==> config.mk <==
export PLATFORM = sky130hd
export DESIGN_NAME = gpc_port
export DESIGN_NICKNAME = d
export VERILOG_FILES = /design/src/inc/gpc_pkg.sv /design/src/logic/gpc_port.sv
export SDC_FILE = /design/constraint.sdc
export NUM_CORES = 1
export LEC_CHECK = 0
export BUFFER_PORTS_ARGS = -buffer_cell sky130_fd_sc_hd__buf_2
export CORE_MARGIN = 1.5
export CORE_UTILIZATION = 52
export CTS_CLUSTER_DIAMETER = 50
export CTS_CLUSTER_SIZE = 30
export DETAILED_ROUTE_END_ITERATION = 16
export PLACE_DENSITY = 0.78
export SETUP_SLACK_MARGIN = 0.2
export SLEW_MARGIN = 20
export SYNTH_ARGS = -nofsm -noshare
export SYNTH_HDL_FRONTEND = slang
export SYNTH_SLANG_ARGS = --single-unit
==> constraint.sdc <==
create_clock -name i_clk_sys -period 1.35 [get_ports i_clk_sys]
set_input_delay 0.2025 -clock i_clk_sys [delete_from_list [all_inputs] [get_ports i_clk_sys]]
set_output_delay 0.2025 -clock i_clk_sys [all_outputs]
set_load 0.005 [all_outputs]
==> src/inc/gpc_pkg.sv <==
`default_nettype none
package gpc_pkg;
    // Register offsets (byte addresses, one word each)
    localparam logic [7:0] GPC_OFF_DIR = 8'h00;
    localparam logic [7:0] GPC_OFF_OUT = 8'h04;
    localparam logic [7:0] GPC_OFF_IN = 8'h08;
    localparam logic [7:0] GPC_OFF_CTRL = 8'h0c;
    localparam logic [7:0] GPC_OFF_EXT_EN = 8'h10;
    localparam logic [7:0] GPC_OFF_IRQ_STAT = 8'h14;
    localparam logic [7:0] GPC_OFF_IRQ_MASK = 8'h18;
    // Field positions
    localparam int GPC_CTRL_PUD_BIT = 0;
    // Values after reset
    localparam logic GPC_RST_BIT = 1'h0;
    localparam logic [31:0] GPC_RST_WORD = 32'h0000_0000;
    // Synchroniser delay for a software-written value, in system clock periods
    localparam int GPC_SW_READBACK_CYCLES = 1;
endpackage
`default_nettype wire

==> src/logic/gpc_port.sv <==
// Notes on behaviour
// RQ1: Software going between tri-state and driven high passes through pull-up input or low.
// RQ2: Software going between pull-up input and driven low passes through tri-state or high.
// RQ3: Direction 0, output 1 and pull-up disable 0 give an input with pull-up on.
// RQ4: The global pull-up disable turns off every pull-up, leaving such inputs tri-stated.
// RQ5: The pin level is readable through the input bit whatever the direction.
// RQ6: The pin goes through a falling-edge capture stage and then a rising-edge register.
// RQ7: An external pin change shows in the input bit after one half to one and a half periods.
// RQ8: A software-written value reads back after one period, so software waits one cycle.
// RQ9: In deep sleep the digital input path is clamped to ground before the synchroniser.
// RQ10: A pin enabled as external interrupt source is exempt from the sleep clamp.
// RQ11: A high, non-enabled pin shows a change, and sets its flag, when the clamp is lifted.
// RQ12: Outside deep sleep, including reset, the input path is not clamped.
// RQ13: Reset disables every pull-up, including ones software had enabled.
// RQ14: Direction 1 drives the pin with the output bit value.
// RQ15: Writing a one to an input bit inverts the output bit; a zero does nothing.
// RQ16: Reset tri-states every pin at once, without needing a clock.
// RQ17: Direction, output and pull-up disable bits read zero after reset.
//
// The address-and-strobe port and the register offsets are this design's own decisions.
`timescale 1ns/1ps
`default_nettype none
module gpc_port #(
    parameter int N = 8
) (
    // Clock and reset
    input wire logic i_clk_sys,
    input wire logic i_resetn,
    // Register port
    input wire logic [7:0] i_addr,
    input wire logic [31:0] i_wdata,
    input wire logic i_wr,
    input wire logic i_rd,
    output logic [31:0] o_rdata,
    // Sleep controller: high in power-down, power-save and standby
    input wire logic i_deep_sleep,
    // Pins
    input wire logic [N-1:0] i_pin,
    output logic [N-1:0] o_pin,
    output logic [N-1:0] o_pin_oe,
    output logic [N-1:0] o_pullup_en,
    // Interrupt
    output logic o_irq
);
    typedef struct packed {
        logic [N-1:0] pin_direction_bit;
        logic [N-1:0] pin_output_value_bit;
        logic global_pullup_disable;
        logic [N-1:0] ext_int_en;
        logic [N-1:0] irq_stat;
        logic [N-1:0] irq_mask;
        logic [N-1:0] pin_input_sample_bit;
        logic [N-1:0] pin_prev;
        logic [31:0] rdata;
    } gpc_state_t;

    gpc_state_t st_r;
    gpc_state_t st_nxt;
    logic [N-1:0] din;
    logic [N-1:0] sync_fall_r;

    // Widen a pin vector into a bus word, upper bits zero
    function automatic logic [31:0] gpc_word(input logic [N-1:0] v);
        logic [31:0] w;
        w = gpc_pkg::GPC_RST_WORD;
        w[N-1:0] = v;
        return w;
    endfunction

    // Clamp to ground ahead of the synchroniser; interrupt pins keep their input
    assign din = i_pin & ~({N{i_deep_sleep}} & ~st_r.ext_int_en); // see RQ9 see RQ10 see RQ12

    // Capture on the falling edge: same value a high-transparent latch holds at the fall
    always_ff @(negedge i_clk_sys or negedge i_resetn)
    begin
        if (!i_resetn)
            sync_fall_r <= {N{gpc_pkg::GPC_RST_BIT}};
        else
            sync_fall_r <= din; // see RQ6 see RQ7
    end

    // Pin drivers come straight from registers cleared asynchronously, so reset needs no clock
    assign o_pin_oe = st_r.pin_direction_bit; // see RQ14 see RQ16
    assign o_pin = st_r.pin_output_value_bit & st_r.pin_direction_bit; // see RQ14
    assign o_pullup_en = ~st_r.pin_direction_bit & st_r.pin_output_value_bit
        & {N{~st_r.global_pullup_disable}}; // see RQ3 see RQ4 see RQ13
    assign o_rdata = st_r.rdata;
    assign o_irq = |(st_r.irq_stat & st_r.irq_mask);

    // Next state: bus writes, toggle, synchroniser second stage, sticky flags, read data
    always_comb
    begin
        logic [N-1:0] change;
        change = st_r.pin_input_sample_bit ^ st_r.pin_prev;
        st_nxt = st_r;
        st_nxt.pin_input_sample_bit = sync_fall_r; // see RQ6 see RQ5 see RQ8
        st_nxt.pin_prev = st_r.pin_input_sample_bit;
        st_nxt.rdata = gpc_pkg::GPC_RST_WORD;
        if (i_wr)
        begin
            case (i_addr)
                gpc_pkg::GPC_OFF_DIR: st_nxt.pin_direction_bit = i_wdata[N-1:0];
                gpc_pkg::GPC_OFF_OUT: st_nxt.pin_output_value_bit = i_wdata[N-1:0];
                gpc_pkg::GPC_OFF_IN:
                    st_nxt.pin_output_value_bit = st_r.pin_output_value_bit ^ i_wdata[N-1:0]; // see RQ15
                gpc_pkg::GPC_OFF_CTRL:
                    st_nxt.global_pullup_disable = i_wdata[gpc_pkg::GPC_CTRL_PUD_BIT];
                gpc_pkg::GPC_OFF_EXT_EN: st_nxt.ext_int_en = i_wdata[N-1:0];
                gpc_pkg::GPC_OFF_IRQ_STAT: st_nxt.irq_stat = st_r.irq_stat & ~i_wdata[N-1:0];
                gpc_pkg::GPC_OFF_IRQ_MASK: st_nxt.irq_mask = i_wdata[N-1:0];
                default: st_nxt.rdata = gpc_pkg::GPC_RST_WORD;
            endcase
        end
        // Set after clear so an edge in the clearing cycle is kept; lifting the clamp counts
        st_nxt.irq_stat = st_nxt.irq_stat | change; // see RQ11
        if (i_rd)
        begin
            case (i_addr)
                gpc_pkg::GPC_OFF_DIR: st_nxt.rdata = gpc_word(st_r.pin_direction_bit);
                gpc_pkg::GPC_OFF_OUT: st_nxt.rdata = gpc_word(st_r.pin_output_value_bit);
                gpc_pkg::GPC_OFF_IN: st_nxt.rdata = gpc_word(st_r.pin_input_sample_bit); // see RQ5
                gpc_pkg::GPC_OFF_CTRL:
                    st_nxt.rdata = {31'h0000_0000, st_r.global_pullup_disable};
                gpc_pkg::GPC_OFF_EXT_EN: st_nxt.rdata = gpc_word(st_r.ext_int_en);
                gpc_pkg::GPC_OFF_IRQ_STAT: st_nxt.rdata = gpc_word(st_r.irq_stat);
                gpc_pkg::GPC_OFF_IRQ_MASK: st_nxt.rdata = gpc_word(st_r.irq_mask);
                default: st_nxt.rdata = gpc_pkg::GPC_RST_WORD;
            endcase
        end
    end

    // State register; everything clears to zero, pins float without pull-up
    always_ff @(posedge i_clk_sys or negedge i_resetn)
    begin
        if (!i_resetn)
            st_r <= '0; // see RQ13 see RQ16 see RQ17
        else
            st_r <= st_nxt;
    end
endmodule
`default_nettype wire

==> results of run 1 <==
## layout make-up
cell class                 count  share of cell area
sequential                    73               0.353
tap                           96              0.0231
multi-input combinational    207               0.346
timing repair buffer         156               0.229
clock buffer                  10              0.0246
inverter                      10             0.00722
clock inverter                 6              0.0178
## worst max-delay path by stage
| stage | to | slack [ns] |
|---|---|---|
| floorplan | o_pin_oe[0]$_DFFE_PN0P_ | -0.33 |
| global placement | o_pin_oe[3]$_DFFE_PN0P_ | -0.46 |
| detailed placement | o_pin_oe[7]$_DFFE_PN0P_ | -0.48 |
| CTS | o_irq | -0.13 |
| global route | o_pullup_en[1] | -0.16 |
| finish | o_irq | -0.13 |
## flip-flops by register name, summed over array words and instances, names as in the netlist
register and cells:
st_nxt 8, st_r 41, o_pin_oe 8, o_rdata 8
sync_fall_r 8
## power by group through the flow
stage / Combinational, W / Sequential, W / Clock (W)
detailed placement: 0.000537 / 0.00239 / 0
global placement: 0.000521 / 0.00239 / 0
floorplan: 0.000311 / 0.00237 / 0
CTS: 0.000663 / 0.00234 / 0.00191
finish: 0.000723 / 0.00235 / 0.00191
global route: 0.000775 / 0.00236 / 0.00203
## layout by cell type, fill, tap and decap left out, types with 4 or more instances in the layout
cell type  Yosys  final
dfrtp_1       65     61
dfrtp_2        0      4
a21boi_1       0      7
buf_2          4     52
dfrtn_1        8      8
and2_1         8      5
nand2_1       18     10
nand4_1        4      4
clkbuf_8       0      9
xor2_1         8      8
mux2i_1       15     13
buf_6          1     31
mux2_4         8     24
a21oi_2        0      7
nand2_2        0      8
a22o_1         4      4
conb_1         1     24
buf_4         40     69
inv_1         10      7
a21o_1         8      8
nor2_1        11      6
a21oi_1       16      9
nor3b_2        0      7
## worst max-delay path, cell delays in order (launching register included)
cell	delay (ns)
dfrtp_1	0.42
a22oi_2	0.20
nand4_1	0.14
buf_2	0.16
## cell usage after synthesis (2+ instances only)
| library cell | number |
|---|---|
| a211oi_1 | 4 |
| a21boi_0 | 10 |
| a21o_1 | 8 |
| a21oi_1 | 16 |
| a222oi_1 | 3 |
| a22o_1 | 4 |
| a22oi_1 | 6 |
| and2_1 | 8 |
| buf_2 | 4 |
| buf_4 | 40 |
| clkbuf_1 | 6 |
| dfrtn_1 | 8 |
| dfrtp_1 | 65 |
| inv_1 | 10 |
| mux2_2 | 19 |
| mux2_4 | 8 |
| mux2i_1 | 15 |
| nand2_1 | 18 |
| nand3_1 | 4 |
| nand4_1 | 4 |
| nor2_1 | 11 |
| nor2b_1 | 3 |
| nor3_1 | 2 |
| nor3_2 | 2 |
| nor3b_1 | 8 |
| nor4_4 | 2 |
| o21ai_0 | 2 |
| o221a_2 | 2 |
| o22ai_1 | 3 |
| or4_1 | 2 |
| xor2_1 | 8 |
## stage by stage
step	setup TNS, ns	std cells
2_1_floorplan	-7.80	342
3_3_place_gp	-16.96	504
3_5_place_dp	-17.74	504
4_1_cts	-0.876	547
5_1_grt	-2.31	558
6_report	-1.51	558
## cells by family (layout without fill, tap and decap cells)
family | Yosys count | after routing | synth area share
DFF | 73 | 73 | 0.501
and+or+nand+nor | 69 | 69 | 0.112
AOI/OAI and AO/OA | 64 | 64 | 0.126
buffers and inverters | 62 | 182 | 0.108
muxes | 42 | 42 | 0.133
xor gates and xnor gates | 8 | 8 | 0.0192
other | 1 | 24 | 0.00103
## repair_timing
item,4_1_cts,5_1_grt
resized for setup,79,30
hold buffers,1,0
gates cloned,0,0
pin swaps,18,17
setup buffers,26,11
hold endpoints to repair,5,0
endpoints found under the setup margin,76,80
## routing by layer
| layer | global-route usage | wire (um) | part of all wire |
|---|---|---|---|
| met5 | 0 | 0 | 0 |
| met4 | 0.103 | 255 | 0.025 |
| met3 | 0.0581 | 559 | 0.054 |
| met2 | 0.467 | 5290 | 0.51 |
| met1 | 0.363 | 4280 | 0.41 |
==> flow_metrics.tcl, run 1 <==
set metrics [dict create \
    status "complete, but fails checks" \
    violations "negative hold slack, negative setup slack" \
    comb_power_share 0.145 \
    drt_iter0_markers 236 \
    cts_buffers 9 \
    syn_inst 319 \
    syn_to_final_growth_pct 42.4 \
    hold_class "input port to asynchronous set/reset pin" \
    synth_area_leader_cell "dfrtp_1" \
    power.density_nw_per_um2 959 \
    grt-ovfl-total 0 \
    worstSkewPairLatency_ns 0.36 \
    rows 30 \
    wl_per_cell_um 18.6 \
    p_leak_nw 2.55 \
    post-route-util 0.765 \
    finalSetupViolCount 28 \
    cts_root_buf "clkbuf_8" \
    place_ws_ns -0.477 \
    start_util 0.537 \
    finalHoldViolCount 3 \
    synth_area_leaders "dfrtp_1, buf_4, mux2_2" \
    grt_setup_unrepaired "yes" \
    placed_area_um2 4270 \
    final_nets 510 \
    synthArstFlopShare 1.00 \
    drv_cap 0 \
    final_layout_size_suffix_gt1_frac 0.563 \
    synth_top_flop_cell "dfrtp_1" \
    clock_skew_ns 0.0188 \
    critPathLaunch "st_r[54]$_DFFE_PN0P_" \
    internal-power_w 0.00369 \
    grt_use_total 0.280 \
    power.share.clock 0.383 \
    n_fill_cell 429 \
    worstPathMaxFanout 2 \
    max-clock-path-buffers 2 \
    num_vias 3030 \
    final_area_um2 5200 \
    power_frac_seq 0.472 \
    cp-start-kind "register" \
    antenna_found_initial 0 \
    dieArea_um2 7530 \
    remaining_drc_errors 0 \
    syn_area_um2 3650 \
    fin_crit_sh 1.10 \
    synth_edf_count 0 \
    ys.warnings.count 0 \
    swShare 0.260 \
    whs_ns -0.00742 \
    arrival_ns 1.28 \
    grt_pass1_wl_mm 15.6 \
    dieHeight_um 86.8 \
    ff2ff_path_depth 5 \
    cts.sink_count 73 \
    fmax_ghz 0.674 \
    total_power_w 0.00498 \
    ys_seq_area_frac 0.501 \
    multi_input_area_um2 1800 \
    core_area_um2 6790 \
    ir_drop_mv 0.639 \
    synth.avg_cell_area_um2 11.4 \
    slew_violations 0 \
    dieWidth_um 86.8 \
    synth_top_area_share 0.446 \
    r2r-end "o_rdata[6]$_DFF_PN0_" \
    crit_type "register to output port" \
    synth.distinct_cells 45 \
    min_period_ns 1.48 \
    layout.area.seq_um2 1830 \
    timing.rr.start "st_r[54]$_DFFE_PN0P_" \
    viasPerCell 5.43 \
    wl_mm 10.4 \
    drtPass1Iterations 5 \
    htreeDepth 3 \
    grt_max_degree 25 \
    setup_slack_ns -0.133 \
    synth-seq-cells 73 \
    cts_tree "built" \
    required_ns 1.15 \
    num_antenna_cells 0 \
    ios 110 \
    netSwitchingPower_w 0.00130 \
    place_congestion 0.858 \
    r2r_setup_slack_ns -0.09 \
    io_buffers 61 \
    grt_pass1_vias 2997 \
    antenna_left 0 \
    post-dp-hpwl_mm 6.35 \
    cp-end-kind "output port" \
    clkTransAtPathRegs_ns 0.09 \
]
Power figures use the tool's default switching activity.
==> run 2: changes to the inputs <==
--- a/constraint.sdc
+++ b/constraint.sdc
@@ -3,2 +3,2 @@
 set_output_delay 0.2025 -clock i_clk_sys [all_outputs]
-set_load 0.005 [all_outputs]
+set_load 0.01 [all_outputs]
==> run 2 against run 1 <==
The run ends with negative setup slack left; largest power group unchanged; global-route usage increased by 0.44 points; highest routed layer unchanged; sequential power hardly changed; count of clock-buffer cells in the layout unchanged; critical endpoint unchanged; hold slack improved by 0.035 ns; total power up 2.8%.
==> flow_metrics.tcl, run 2 (synthesis gave the netlist of run 1 again) <==
set metrics [dict create \
    crit_slowest_cell "dfrtp_1" \
    grt_use_total 0.285 \
    grt_setup_unrepaired "yes" \
    core_area_um2 6790 \
    grt.busiest_layer "met2" \
    rows 30 \
    grt_use_met1 0.345 \
    p_leak_nw 2.60 \
    viasPerCell 5.67 \
    critPathLaunch "st_r[62]$_DFF_PN0_" \
    critPathBufInv 1 \
    n_fill_cell 385 \
    wl_per_cell_um 19.8 \
    status "complete, but fails checks" \
    tightest_slew_ns 0.557 \
    timing.rr.start "st_r[65]$_DFFE_PN0P_" \
    start_util 0.537 \
    worstSkewPairLatency_ns 0.37 \
    cts_buffers 9 \
    fmax_ghz 0.648 \
    max-clock-path-buffers 2 \
    slew_violations 0 \
    mostFrequentLayoutCell "buf_4" \
    worstPathMaxFanout 3 \
    cp-end-kind "output port" \
    final_nets 513 \
    ios 110 \
    wl_mm 11.1 \
    finalHoldViolCount 0 \
    final_cell_mix "buf_4, dfrtp_1, buf_2" \
    dieHeight_um 86.8 \
    syn_to_final_growth_pct 43.3 \
    cp-start-kind "register" \
    fin_crit_sh 1.14 \
    met3_usage 0.0771 \
    cts.sink_count 73 \
    largest_reg_flops 41 \
    htreeDepth 3 \
    relSlewSlack 0.629 \
    r2r_setup_slack_ns -0.09 \
    post-route-util 0.770 \
    path_cells "a22oi_2, nand4_1, buf_2" \
    drv_cap 0 \
    grtUsageMet2 0.464 \
    ff2ff_path_depth 6 \
    finalSetupViolCount 28 \
    io_buffers 61 \
    grt-ovfl-total 0 \
    antenna_left 0 \
    hold_class "input port to asynchronous set/reset pin" \
    multi_input_area_um2 1820 \
    critPathMaxStageDelay_ns 0.44 \
    grt_pass1_vias 2968 \
    clkTransAtPathRegs_ns 0.08 \
    place_congestion 0.858 \
    ir_drop_mv 0.568 \
    num_antenna_cells 0 \
    tns_ns -1.48 \
    num_vias 3181 \
    required_ns 1.15 \
    final_area_um2 5230 \
    grt_pass1_wl_mm 15.6 \
    r2r-end "o_rdata[1]$_DFF_PN0_" \
    top_register "st_r" \
    grt_max_degree 25 \
    remaining_drc_errors 0 \
    placed_area_um2 4250 \
    power.density_nw_per_um2 979 \
    drtPass1Iterations 5 \
    clock_skew_ns 0.0193 \
    cts_root_buf "clkbuf_8" \
    drt_iter0_markers 272 \
    cp-endpoint "o_irq" \
    post-dp-hpwl_mm 6.11 \
    antenna_found_initial 0 \
    cp.depth 3 \
    violations "negative setup slack" \
    dieArea_um2 7530 \
    layout.area.seq_um2 1830 \
    min_period_ns 1.54 \
    crit_type "register to output port" \
    setup_slack_ns -0.194 \
    critical_path.top_delay_family "flip-flops" \
    dieWidth_um 86.8 \
    cts_tree "built" \
    final_layout_size_suffix_gt1_frac 0.570 \
    arrival_ns 1.34 \
]
[run 2: changes by cell type in the layout (fill, tap and decap cells not counted), sizes merged]
cell	before	now
buf	155	157
clkinv	2	4
clkinvlp	2	0
dlygate4sd3	1	2
[run 2: per-layer routing]
metal	wire length (um)	share of wire
met5	0	0
met4	529	0.048
met3	816	0.073
met2	5550	0.50
met1	4230	0.38
[run 2: layout make-up]
| class | instances | area share |
|---|---|---|
| Inverter | 10 | 0.00718 |
| Timing Repair Buffer | 159 | 0.228 |
| Multi-Input combinational cell | 207 | 0.348 |
| Sequential cell | 73 | 0.350 |
| Clock buffer | 10 | 0.0263 |
| Clock inverter | 6 | 0.0175 |
| Tap cell | 96 | 0.0230 |
[run 2: stage by stage]
stage	hold slack [ns]	total power [W]	worst slack, ns	cells
6_report	0.0274	0.00512	-0.194	561
2_1_floorplan	-0.0931	0.00271	-0.332	342
5_1_grt	0.0849	0.00529	-0.200	561
3_5_place_dp	0.150	0.00295	-0.486	502
4_1_cts	0.0331	0.00501	-0.146	550
3_3_place_gp	0.142	0.00293	-0.457	502
[run 2: where the power goes]
part           total (W)  switching, W  internal [W]
clock network    0.00199      0.000893       0.00110
registers        0.00235     0.0000736       0.00228
logic           0.000783      0.000406      0.000376
[run 2: timing repair]
item / CTS / global route
buffers inserted: 30 / 11
endpoints found under the hold margin: 5 / 0
pin swaps: 21 / 18
endpoints found under the setup margin: 81 / 81
gates resized for setup: 70 / 39
hold buffers: 2 / 0
[run 2: how the worst min path moves through the flow]
stage / startpoint / end / slack [ns] / cells after the start
finish: i_resetn / st_r[59]$_DFF_PN0_ / 0.03 / 2
global placement: i_resetn / st_r[69]$_DFFE_PN0P_ / 0.14 / 1
CTS: i_resetn / st_r[67]$_DFFE_PN0P_ / 0.03 / 2
detailed placement: i_resetn / st_r[69]$_DFFE_PN0P_ / 0.15 / 1
floorplan: i_resetn / o_pin_oe[0]$_DFFE_PN0P_ / -0.09 / 0
global route: i_resetn / st_r[67]$_DFFE_PN0P_ / 0.08 / 2
